**src/pkg/irf_cfg.svh**
```systemverilog
// Offsets, field positions, reset values and rule summary for the request flag block.
// Function
// - Bit 6 shows any upper port pin request.
// - Bit 7 shows any lower port pin request.
// - Bits 5..0 show external pin requests.
// - Edge mode latches until software clears flag.
// - DMA/infrared register is read-only, eight bits.
// - Reset clears flags; standby keeps them.
// - Bits 7..4 are infrared transmit, break, receive, error.
// - Bits 3..0 are DMA channel end requests.
// - Converter/serial register is read-only, eight bits.
// - Reserved bits 7..5 always read zero.
// - Bit 4 shows converter done request.
// - Bits 3..0 are serial transmit, break, receive, error.
// - Flag reads one while request generated.
`ifndef IRF_CFG_SVH
`define IRF_CFG_SVH
`define IRF_OFS_EXT 5'h00
`define IRF_OFS_DMA 5'h04
`define IRF_OFS_CNV 5'h08
`define IRF_OFS_MODE 5'h0C
`define IRF_OFS_STAT 5'h10
`define IRF_OFS_MASK 5'h14
`define IRF_BIT_UPPER 6
`define IRF_BIT_LOWER 7
`define IRF_RST_BYTE 8'h00
`define IRF_RST_EXT 6'h00
`define IRF_RST_EV 3'h0
`define IRF_CNV_USED 8'h1F
`endif

```
**src/pkg/irf_pkg.sv**
```systemverilog
// Types shared by the request flag block.
package irf_pkg;
    typedef logic [7:0] irf_byte_t;
    typedef enum {
        IRF_SEL_EXT,
        IRF_SEL_DMA,
        IRF_SEL_CNV,
        IRF_SEL_MODE,
        IRF_SEL_STAT,
        IRF_SEL_MASK,
        IRF_SEL_NONE
    } irf_sel_t;
endpackage

```
**src/pkg/irf_wr_if.sv**
```systemverilog
// Internal write and status carrier between the flag block and its helpers.
`timescale 1ns/1ns
`default_nettype none
interface irf_wr_if;
    import irf_pkg::*;
    logic wr_ext;
    logic wr_mode;
    logic wr_stat;
    logic wr_mask;
    logic hold;
    irf_byte_t wdata;
    logic [5:0] ext_flags;
    logic [5:0] mode;
    logic [2:0] events;
    logic [2:0] stat;
    logic [2:0] mask;
    logic irq;
    modport ctl(output wr_ext, wr_mode, wr_stat, wr_mask, hold, wdata, events,
                input ext_flags, mode, stat, mask, irq);
    modport ext(input wr_ext, wr_mode, hold, wdata, output ext_flags, mode);
    modport irq_side(input wr_stat, wr_mask, wdata, events, output stat, mask, irq);
endinterface
`default_nettype wire

```
**src/irf_top.sv**
```systemverilog
// Interrupt request flag registers: external, DMA/infrared and converter/serial.
//
// The register offsets and the plain strobed port were chosen for this implementation.
`timescale 1ns/1ns
`default_nettype none
`include "irf_cfg.svh"
module irf_top
    import irf_pkg::*;
(
    input wire logic mclk, // Clock, 10 MHz.
    input wire logic sys_rst, // Synchronous reset.
    input wire logic [4:0] reg_addr, // Byte address.
    input wire logic [7:0] reg_wdata, // Write data.
    input wire logic reg_wr, // Write strobe.
    input wire logic reg_rd, // Read strobe.
    output logic [7:0] reg_rdata, // Read data, next cycle.
    input wire logic [5:0] ext_pin, // External pin requests.
    input wire logic [15:0] port_pin, // Port pin requests.
    input wire logic [3:0] dma_end_req, // DMA channel ends.
    input wire logic [3:0] ir_req, // Infrared tx,brk,rx,err.
    input wire logic adc_done_req, // Converter done.
    input wire logic [3:0] fifo_req, // Serial tx,brk,rx,err.
    input wire logic standby, // Standby, holds flags.
    output logic irq_out // Level interrupt.
);

    ////////////////////////////////////////////////////////////////
    // Address decode.
    ////////////////////////////////////////////////////////////////

    // Decode is shared by the write and read paths.
    function automatic irf_sel_t dec(input logic [4:0] a);
        irf_sel_t s;
        s = IRF_SEL_NONE;
        case (a)
            `IRF_OFS_EXT: s = IRF_SEL_EXT;
            `IRF_OFS_DMA: s = IRF_SEL_DMA;
            `IRF_OFS_CNV: s = IRF_SEL_CNV;
            `IRF_OFS_MODE: s = IRF_SEL_MODE;
            `IRF_OFS_STAT: s = IRF_SEL_STAT;
            `IRF_OFS_MASK: s = IRF_SEL_MASK;
            default: s = IRF_SEL_NONE;
        endcase
        return s;
    endfunction

    // Rising bits of a flag byte, used for the event status.
    function automatic logic rose(input irf_byte_t nxt, input irf_byte_t cur);
        return |(nxt & ~cur);
    endfunction

    irf_sel_t wsel;
    irf_sel_t rsel;

    // The strobe gates the decode so an idle bus selects nothing.
    assign wsel = reg_wr ? dec(reg_addr) : IRF_SEL_NONE;
    assign rsel = reg_rd ? dec(reg_addr) : IRF_SEL_NONE;

    ////////////////////////////////////////////////////////////////
    // Helper modules.
    ////////////////////////////////////////////////////////////////

    irf_wr_if wbus();

    // Only the external register and the own control registers take writes.
    assign wbus.wr_ext = (wsel == IRF_SEL_EXT);
    assign wbus.wr_mode = (wsel == IRF_SEL_MODE);
    assign wbus.wr_stat = (wsel == IRF_SEL_STAT);
    assign wbus.wr_mask = (wsel == IRF_SEL_MASK);
    assign wbus.wdata = reg_wdata;
    assign wbus.hold = standby;

    irf_ext_flags u_ext (
        .mclk(mclk),
        .sys_rst(sys_rst),
        .ext_pin(ext_pin),
        .bus(wbus)
    );

    irf_irq_status u_irq (
        .mclk(mclk),
        .sys_rst(sys_rst),
        .bus(wbus)
    );

    assign irq_out = wbus.irq;

    ////////////////////////////////////////////////////////////////
    // Port group and peripheral flags.
    ////////////////////////////////////////////////////////////////

    logic [1:0] grp_r;
    logic [1:0] grp_nxt;
    irf_byte_t dma_r;
    irf_byte_t dma_nxt;
    irf_byte_t cnv_r;
    irf_byte_t cnv_nxt;
    irf_byte_t ext_view;
    irf_byte_t ext_view_r;

    // Flags follow their sources; standby freezes them so nothing is lost.
    always_comb begin
        grp_nxt = grp_r;
        dma_nxt = dma_r;
        cnv_nxt = cnv_r;
        if (!standby) begin
            grp_nxt[1] = |port_pin[7:0];
            grp_nxt[0] = |port_pin[15:8];
            dma_nxt = {ir_req, dma_end_req};
            cnv_nxt = {3'h0, adc_done_req, fifo_req};
        end
    end

    // Plain registering; software writes never reach these flags.
    always_ff @(posedge mclk) begin
        if (sys_rst) begin
            grp_r <= 2'h0;
            dma_r <= `IRF_RST_BYTE;
            cnv_r <= `IRF_RST_BYTE;
        end else begin
            grp_r <= grp_nxt;
            dma_r <= dma_nxt;
            cnv_r <= cnv_nxt;
        end
    end

    // External register view: group bits above the pin flags.
    always_comb begin
        ext_view = {2'h0, wbus.ext_flags};
        ext_view[`IRF_BIT_LOWER] = grp_r[1];
        ext_view[`IRF_BIT_UPPER] = grp_r[0];
    end

    ////////////////////////////////////////////////////////////////
    // Event detection for the sticky status.
    ////////////////////////////////////////////////////////////////

    // A previous copy of the external view shows new requests.
    always_ff @(posedge mclk) begin
        if (sys_rst) begin
            ext_view_r <= `IRF_RST_BYTE;
        end else begin
            ext_view_r <= ext_view;
        end
    end

    // Bit 0 external, bit 1 DMA/infrared, bit 2 converter/serial.
    assign wbus.events = {rose(cnv_nxt, cnv_r), rose(dma_nxt, dma_r), rose(ext_view, ext_view_r)};

    ////////////////////////////////////////////////////////////////
    // Read path.
    ////////////////////////////////////////////////////////////////

    irf_byte_t rdata_r;
    irf_byte_t rdata_nxt;

    // Read data stand only in the cycle after the strobe; otherwise zero.
    always_comb begin
        rdata_nxt = 8'h00;
        case (rsel)
            IRF_SEL_EXT: rdata_nxt = ext_view;
            IRF_SEL_DMA: rdata_nxt = dma_r;
            IRF_SEL_CNV: rdata_nxt = cnv_r & `IRF_CNV_USED;
            IRF_SEL_MODE: rdata_nxt = {2'h0, wbus.mode};
            IRF_SEL_STAT: rdata_nxt = {5'h00, wbus.stat};
            IRF_SEL_MASK: rdata_nxt = {5'h00, wbus.mask};
            IRF_SEL_NONE: rdata_nxt = 8'h00;
            default: rdata_nxt = 8'h00;
        endcase
    end

    // Registering the read data gives the fixed one-cycle latency.
    always_ff @(posedge mclk) begin
        if (sys_rst) begin
            rdata_r <= `IRF_RST_BYTE;
        end else begin
            rdata_r <= rdata_nxt;
        end
    end

    assign reg_rdata = rdata_r;
endmodule
`default_nettype wire

```
**src/irf_ext_flags.sv**
```systemverilog
// External pin request flags with per-pin edge or level detection.
`timescale 1ns/1ns
`default_nettype none
`include "irf_cfg.svh"
module irf_ext_flags
    import irf_pkg::*;
(
    input wire logic mclk, // Clock.
    input wire logic sys_rst, // Synchronous reset.
    input wire logic [5:0] ext_pin, // Sampled pin requests.
    irf_wr_if.ext bus // Writes and flag readback.
);
    logic [5:0] flag_r, flag_nxt;
    logic [5:0] prev_r, prev_nxt;
    logic [5:0] mode_r, mode_nxt;
    logic [5:0] rise, clr;

    // A rising request sets an edge flag; a set in the clearing cycle wins.
    always_comb begin
        rise = bus.hold ? 6'h00 : (ext_pin & ~prev_r);
        clr = bus.wr_ext ? ~bus.wdata[5:0] : 6'h00;
        prev_nxt = bus.hold ? prev_r : ext_pin;
        mode_nxt = bus.wr_mode ? bus.wdata[5:0] : mode_r;
        flag_nxt = (mode_r & (rise | (flag_r & ~clr)))
                 | (~mode_r & (bus.hold ? flag_r : ext_pin));
    end

    // Plain registering of the flag state.
    always_ff @(posedge mclk) begin
        if (sys_rst) begin
            flag_r <= `IRF_RST_EXT;
            prev_r <= `IRF_RST_EXT;
            mode_r <= `IRF_RST_EXT;
        end else begin
            flag_r <= flag_nxt;
            prev_r <= prev_nxt;
            mode_r <= mode_nxt;
        end
    end

    assign bus.ext_flags = flag_r;
    assign bus.mode = mode_r;
endmodule
`default_nettype wire

```
**src/irf_irq_status.sv**
```systemverilog
// Sticky event status, mask and the level interrupt output.
`timescale 1ns/1ns
`default_nettype none
`include "irf_cfg.svh"
module irf_irq_status
    import irf_pkg::*;
(
    input wire logic mclk, // Clock.
    input wire logic sys_rst, // Synchronous reset.
    irf_wr_if.irq_side bus // Events, writes and readback.
);
    logic [2:0] stat_r, stat_nxt;
    logic [2:0] mask_r, mask_nxt;

    // Write one clears; an event in the same cycle keeps its bit set.
    always_comb begin
        stat_nxt = bus.events | (stat_r & ~(bus.wr_stat ? bus.wdata[2:0] : 3'h0));
        mask_nxt = bus.wr_mask ? bus.wdata[2:0] : mask_r;
    end

    // Plain registering of status and mask.
    always_ff @(posedge mclk) begin
        if (sys_rst) begin
            stat_r <= `IRF_RST_EV;
            mask_r <= `IRF_RST_EV;
        end else begin
            stat_r <= stat_nxt;
            mask_r <= mask_nxt;
        end
    end

    assign bus.stat = stat_r;
    assign bus.mask = mask_r;
    assign bus.irq = |(stat_r & mask_r);
endmodule
`default_nettype wire

```
**config.mk**
```make
export PLATFORM = sky130hd
export DESIGN_NAME = irf_top
export DESIGN_NICKNAME = d
export VERILOG_FILES = /design/src/pkg/irf_pkg.sv /design/src/pkg/irf_wr_if.sv /design/src/irf_top.sv /design/src/irf_ext_flags.sv /design/src/irf_irq_status.sv
export VERILOG_INCLUDE_DIRS = /design/src /design/src/pkg
export SDC_FILE = /design/constraint.sdc
export NUM_CORES = 1
export LEC_CHECK = 0
export BUFFER_PORTS_ARGS = -buffer_cell sky130_fd_sc_hd__buf_2
export CORE_ASPECT_RATIO = 1.75
export CORE_MARGIN = 4
export CORE_UTILIZATION = 49
export CTS_BUF_LIST = sky130_fd_sc_hd__clkbuf_8
export CTS_CLUSTER_SIZE = 25
export DETAILED_ROUTE_END_ITERATION = 12
export GPL_ROUTABILITY_DRIVEN = 0
export PLACE_DENSITY_LB_ADDON = 0.12
export SKIP_LAST_GASP = 1
export SLEW_MARGIN = 30
export SYNTH_ARGS = -nofsm -noshare
export SYNTH_HDL_FRONTEND = slang
export SYNTH_SLANG_ARGS = --single-unit
export TNS_END_PERCENT = 100
```
**constraint.sdc**
```tcl
create_clock -name mclk -period 1.6 [get_ports mclk]
set_clock_uncertainty 0.15 [all_clocks]
set_input_delay 0.08 -clock mclk [delete_from_list [all_inputs] [get_ports mclk]]
set_output_delay 0.08 -clock mclk [all_outputs]
set_load 0.005 [all_outputs]
```
==> results.json, run 1 <==
{
  "status": "finished clean",
  "antenna_found_initial": 0,
  "io_buffers": 59,
  "cts_resized": 0,
  "drv_slew": 0,
  "post-route-period-util": 0.910,
  "routed_wl_um": 5930,
  "place_inst": 370,
  "yosysWarnings": 0,
  "cts_buffers": 5,
  "fp.dieH_um": 99.9,
  "num_io_pins": 62,
  "initial_utilization": 0.507,
  "rsz0062_at_grt": "no",
  "grt_max_degree": 49,
  "synth_most_common_cell": "dfxtp_1",
  "worstSetupPathType": "in2reg",
  "tightest_slew_ns": 0.504,
  "die_w_um": 60.5,
  "core_area_um2": 4670,
  "grt_pass1_vias": 2262,
  "netlist.area_leader.share": 0.465,
  "antenna_left": 0,
  "yosysUniqueCellTypes": 34,
  "fin_ws_ns": 0.143,
  "peakVddDrop_mv": 0.895,
  "setup_viol": 0,
  "fmax_mhz": 687,
  "layout-drive-gt1-share": 0.239,
  "synth_edf_count": 0,
  "grt_usage": 0.217,
  "dr.first_iter.drc_count": 70,
  "yosysTopAreaCell": "dfxtp_1",
  "clkTransAtPathRegs_ns": 0.09,
  "synth_seq_area_share": 0.465,
  "drv_cap": 0,
  "p_leak_nw": 1.46,
  "drt-vias-per-instance": 5.33,
  "cts_tree": "built",
  "clock_sinks": 55,
  "root_buffer": "clkbuf_8",
  "whs_ns": 0.00267,
  "nNetsFinal": 412,
  "area_delta_synth_final_pct": 36.4,
  "cp.arrival_ns": 1.50,
  "grt_pass1_wl_um": 9960,
  "worstPathRequired_ns": 1.64,
  "cts_setup_buffers": 0,
  "hold_violations": 0,
  "fin_util": 0.692,
  "synthArstFlopShare": 0,
  "cts_buffer_depth": 2,
  "antenna_cells": 0,
  "wl_per_cell_um": 14.4,
  "layout_min_cycle_time_ns": 1.46,
  "start_kind": "input pin",
  "grt_overflow": 0,
  "die-area_um2": 6050,
  "drt_pre_antenna_iters": 5,
  "drc": 0,
  "num_vias": 2195,
  "cts.htree.levels": 2,
  "rows": 33,
  "max_slew_margin": 0.664,
  "place_ws_ns": -0.120,
  "dpl.hpwl_um": 4160,
  "ys_top_cells_by_count": "55 x dfxtp_1, 33 x nor2_1, 31 x mux2i_1",
  "avgSynthCellArea_um2": 9.10,
  "syn_area_um2": 2370,
  "end_kind": "flip-flop",
  "syn-num-nets": 313,
  "p_per_area_nw_per_um2": 862,
  "synth_area_leaders": "dfxtp_1 47%, mux2i_1 13%, nor2_1 5.2%, inv_1 3.6%, a21oi_1 3.4%",
  "synth_seq_cells": 55,
  "hp-class": "in2reg",
  "setup-tns-final_ns": 0,
  "synth_cells": 260,
  "synth_ff_type": "dfxtp_1",
  "cp_max_fo": 3,
  "clock_latency_ns": 0.30,
  "finalNonFillerCells": 412
}
## cells in the final DEF, fill, tap and decap left out, types with 5 or more instances in the layout
master         count
a21oi_1           16
a221oi_1           8
buf_2             59
buf_4             13
clkbuf_8           6
dfxtp_1           55
dlygate4sd3_1     34
inv_1             23
mux2i_1           31
nand2_1           12
nand2b_1           7
nor2_1            33
nor2b_1            5
o21a_1             6
o21ai_0            9
## cell type report
cell class | count | area, µm²
Clock buffer | 6 | 82.6
Clock inverter | 2 | 35.0
Fill cell | 391 | 1440
Inverter | 23 | 86.3
Multi-Input combinational cell | 168 | 1120
Sequential cell | 55 | 1100
Tap cell | 52 | 65.1
Timing Repair Buffer | 106 | 733
## per-stage QoR
stage	instance area (µm²)	power, mW
after floorplan	2370	1.67
after global placement	2770	1.80
after detailed placement	2770	1.80
after CTS	3230	2.81
after global routing	3230	2.92
final	3230	2.78
## report_power, final
group / internal, mW / switching (mW) / total [mW]
clock network: 0.507 / 0.440 / 0.947
logic: 0.205 / 0.162 / 0.367
registers: 1.43 / 0.0421 / 1.47
## layer usage
layer	vias to the layer above	wire length, µm	track usage
met5	-	0	0
met4	0	215	0.104
met3	14	215	0.0347
met2	47	3060	0.375
met1	1026	2440	0.252
li1	1108	-	-
## logic make-up (layout without fill, tap and decap cells)
family | count (synthesis) | in the layout | synth area share
buf+inv | 37 | 137 | 0.0592
simple gates | 77 | 77 | 0.161
mux | 33 | 33 | 0.150
flops | 55 | 55 | 0.465
compound gates | 58 | 58 | 0.164
## critical path, stage by stage
cell           delay (ns)
dlygate4sd3_1        0.55
buf_2                0.12
nand2b_1             0.10
a21oi_1              0.07
dlygate4sd3_1        0.58
## path summary, 6_finish.rpt
path                   start              end  slack [ns]  depth (start not counted)
max reg2reg  u_ext.prev_r[3]  u_ext.prev_r[3]        0.30                          3
min                  standby  u_ext.prev_r[1]       0.003                          3
min reg2reg  u_ext.prev_r[4]  u_ext.prev_r[4]        0.32                          2
max               ext_pin[3]  u_ext.prev_r[3]        0.14                          5
## repair_timing
action                                 CTS  global route
hold buffers                            34             0
endpoints found under the hold margin   39             0
setup endpoints to repair                0             0
(Power assumes the default switching activity.)
==> run 2, diff against run 1 <==
- ABC_AREA: not set -> 1
==> run 2 against run 1 <==
Total power decreased by 6.9%; maximum frequency decreased by 3.7%; sequential power about the same; sequential cell count unchanged; critical endpoint is now grp_r[1]; highest routed layer unchanged.
==> results.json, run 2 <==
{
  "clock_sinks": 55,
  "cts_buffers": 5,
  "fp.dieH_um": 102,
  "drt-vias-per-instance": 5.32,
  "grt_pass1_vias": 2512,
  "p_switching_mw": 0.682,
  "fmax_mhz": 661,
  "synth_area_leaders": "dfxtp_1 45%, nand2_1 8.9%, nand3_1 7.1%, inv_1 6.1%, o21ai_0 6.1%",
  "synth_compound_area_frac": 0.177,
  "synth.area.mux_share": 0,
  "final_common_cell": "buf_2",
  "setup-tns-final_ns": 0,
  "cp_max_fo": 1,
  "drc": 0,
  "p_seq_frac": 0.564,
  "p_leak_nw": 1.44,
  "drv_cap": 0,
  "netlist.area_leader.share": 0.449,
  "dpl.hpwl_um": 4930,
  "synth_ff_type": "dfxtp_1",
  "drv_slew": 0,
  "start_kind": "input pin",
  "synth_top_family_by_area": "simple AND/OR/NAND/NOR gates",
  "synth_most_common_cell": "nand2_1",
  "setup_viol": 0,
  "antenna_found_initial": 0,
  "multi_input_area_um2": 1140,
  "io_buffers": 59,
  "num-fill-cells": 408,
  "layout_common_cells": "59 x buf_2, 58 x nand2_1, 55 x dfxtp_1",
  "combPwrFrac": 0.147,
  "rows": 33,
  "tightest_slew_ns": 0.342,
  "worstSetupPathType": "in2reg",
  "synth_seq_area_share": 0.449,
  "grt_usage": 0.234,
  "status": "finished clean",
  "post-route-period-util": 0.946,
  "cts_tree": "built",
  "routed_wl_um": 6920,
  "peakVddDrop_mv": 0.743,
  "clock_latency_ns": 0.31,
  "syn_area_um2": 2450,
  "synth_xor_area_frac": 0,
  "wl_per_cell_um": 14.0,
  "yosysWarnings": 0,
  "grt_pass1_wl_um": 10900,
  "grt_overflow": 0,
  "netSwitchingFraction": 0.263,
  "clkTransAtPathRegs_ns": 0.10,
  "ys_top_cells_by_count": "58 x nand2_1, 55 x dfxtp_1, 40 x inv_1",
  "grt_max_degree": 28,
  "synth_cells": 341,
  "end_kind": "flip-flop",
  "avgSynthCellArea_um2": 7.19,
  "num_vias": 2622,
  "syn-num-nets": 394,
  "cts.htree.levels": 2,
  "area_delta_synth_final_pct": 34.1,
  "hp-class": "in2reg",
  "clkPwrFrac": 0.289,
  "rsz0062_at_grt": "no",
  "synth_edf_count": 0,
  "synthArstFlopShare": 0,
  "ff2ff_setup_slack_ns": 0.47,
  "fin_util": 0.692,
  "core_area_um2": 4750,
  "p_per_area_nw_per_um2": 788,
  "die_w_um": 61.5,
  "worstPathRequired_ns": 1.65,
  "layout_min_cycle_time_ns": 1.51,
  "yosysTopAreaCell": "dfxtp_1",
  "antenna_cells": 0,
  "nNetsFinal": 493,
  "die-area_um2": 6240,
  "yosysUniqueCellTypes": 25,
  "num_io_pins": 62,
  "synth_seq_cells": 55,
  "dr.first_iter.drc_count": 109,
  "root_buffer": "clkbuf_8",
  "cp.arrival_ns": 1.57,
  "layout-drive-gt1-share": 0.204,
  "yosys.area_share.adder": 0,
  "cts_buffer_depth": 2,
  "seqCellArea_um2": 1100,
  "drt_pre_antenna_iters": 4,
  "initial_utilization": 0.516,
  "antenna_left": 0,
  "synthSimpleGateAreaFrac": 0.288,
  "hold_violations": 0,
  "max_slew_margin": 0.771,
  "p_int_mw": 1.91
}
run 2: cell types whose count changed in the layout (fill, tap and decap cells not counted), sizes merged, moves of 5 or more:
cell and change:
nand2 +48, nand3 +33, mux2i -31, o21ai +25, inv +20, a21oi +12
a221oi -8, nor2 +8, nand2b -7, o211ai +7, o21a -6, nor2b -5
run 2: path summary, 6_finish.rpt:
path,start,end,depth (start not counted)
setup / recovery,port_pin[6],grp_r[1],5
hold / removal,standby,cnv_r[4],4
setup reg to reg,flip-flop,u_irq.bus.stat[0],4
hold reg to reg,u_ext.prev_r[2],u_ext.prev_r[2],2
run 2: repair_timing:
action | in CTS | in global routing
buffers inserted | 0 | 0
endpoints found under the setup margin | 0 | 1
hold endpoints to repair | 36 | 0
hold buffers | 37 | 0
resized for setup | 0 | 1
run 2: power by group through the flow:
stage	logic (mW)	registers, mW	clock network, mW
floorplan	0.179	1.48	0
CTS	0.379	1.46	0.767
detailed placement	0.311	1.49	0
global route	0.429	1.47	0.821
finish	0.382	1.46	0.748
global placement	0.305	1.49	0
run 2: per-layer routing:
| layer | vias up | part of all wire | global-route usage |
|---|---|---|---|
| li1 | 1329 | - | - |
| met1 | 1203 | 0.37 | 0.241 |
| met2 | 70 | 0.55 | 0.432 |
| met3 | 20 | 0.043 | 0.0408 |
| met4 | 0 | 0.033 | 0.114 |
| met5 | - | 0 | 0 |
run 2: cells by family (layout without fill, tap and decap cells):
group / Yosys count / count (layout)
AND/OR/NAND/NOR: 151 / 151
AO/OA/AOI/OAI: 80 / 80
flip-flops: 55 / 55
buffers and inverters: 55 / 155
run 2: critical path: stages:
cell and delay, ns:
dlygate4sd3_1 0.55, buf_2 0.13, nor4_2 0.13, dlygate4sd3_1 0.60
a31oi_1 0.08
run 2: cell type report:
class                           count  area share
Multi-Input combinational cell    231       0.348
Inverter                           42      0.0480
Sequential cell                    55       0.335
Timing Repair Buffer              105       0.223
Clock buffer                        5      0.0209
Tap cell                           52      0.0198
Clock inverter                      3     0.00495
run 2: through the flow:
step / hold WS, ns / power [mW] / cells / setup WS (ns) / area, µm²
2_1_floorplan: 0.0719 / 1.66 / 341 / 0.410 / 2450
3_5_place_dp: 0.184 / 1.80 / 448 / 0.173 / 2830
3_3_place_gp: 0.175 / 1.79 / 448 / 0.174 / 2830
4_1_cts: 0.0203 / 2.61 / 493 / 0.155 / 3280
6_report: 0.0195 / 2.59 / 493 / 0.0866 / 3290
5_1_grt: 0.0426 / 2.72 / 493 / 0.0419 / 3290
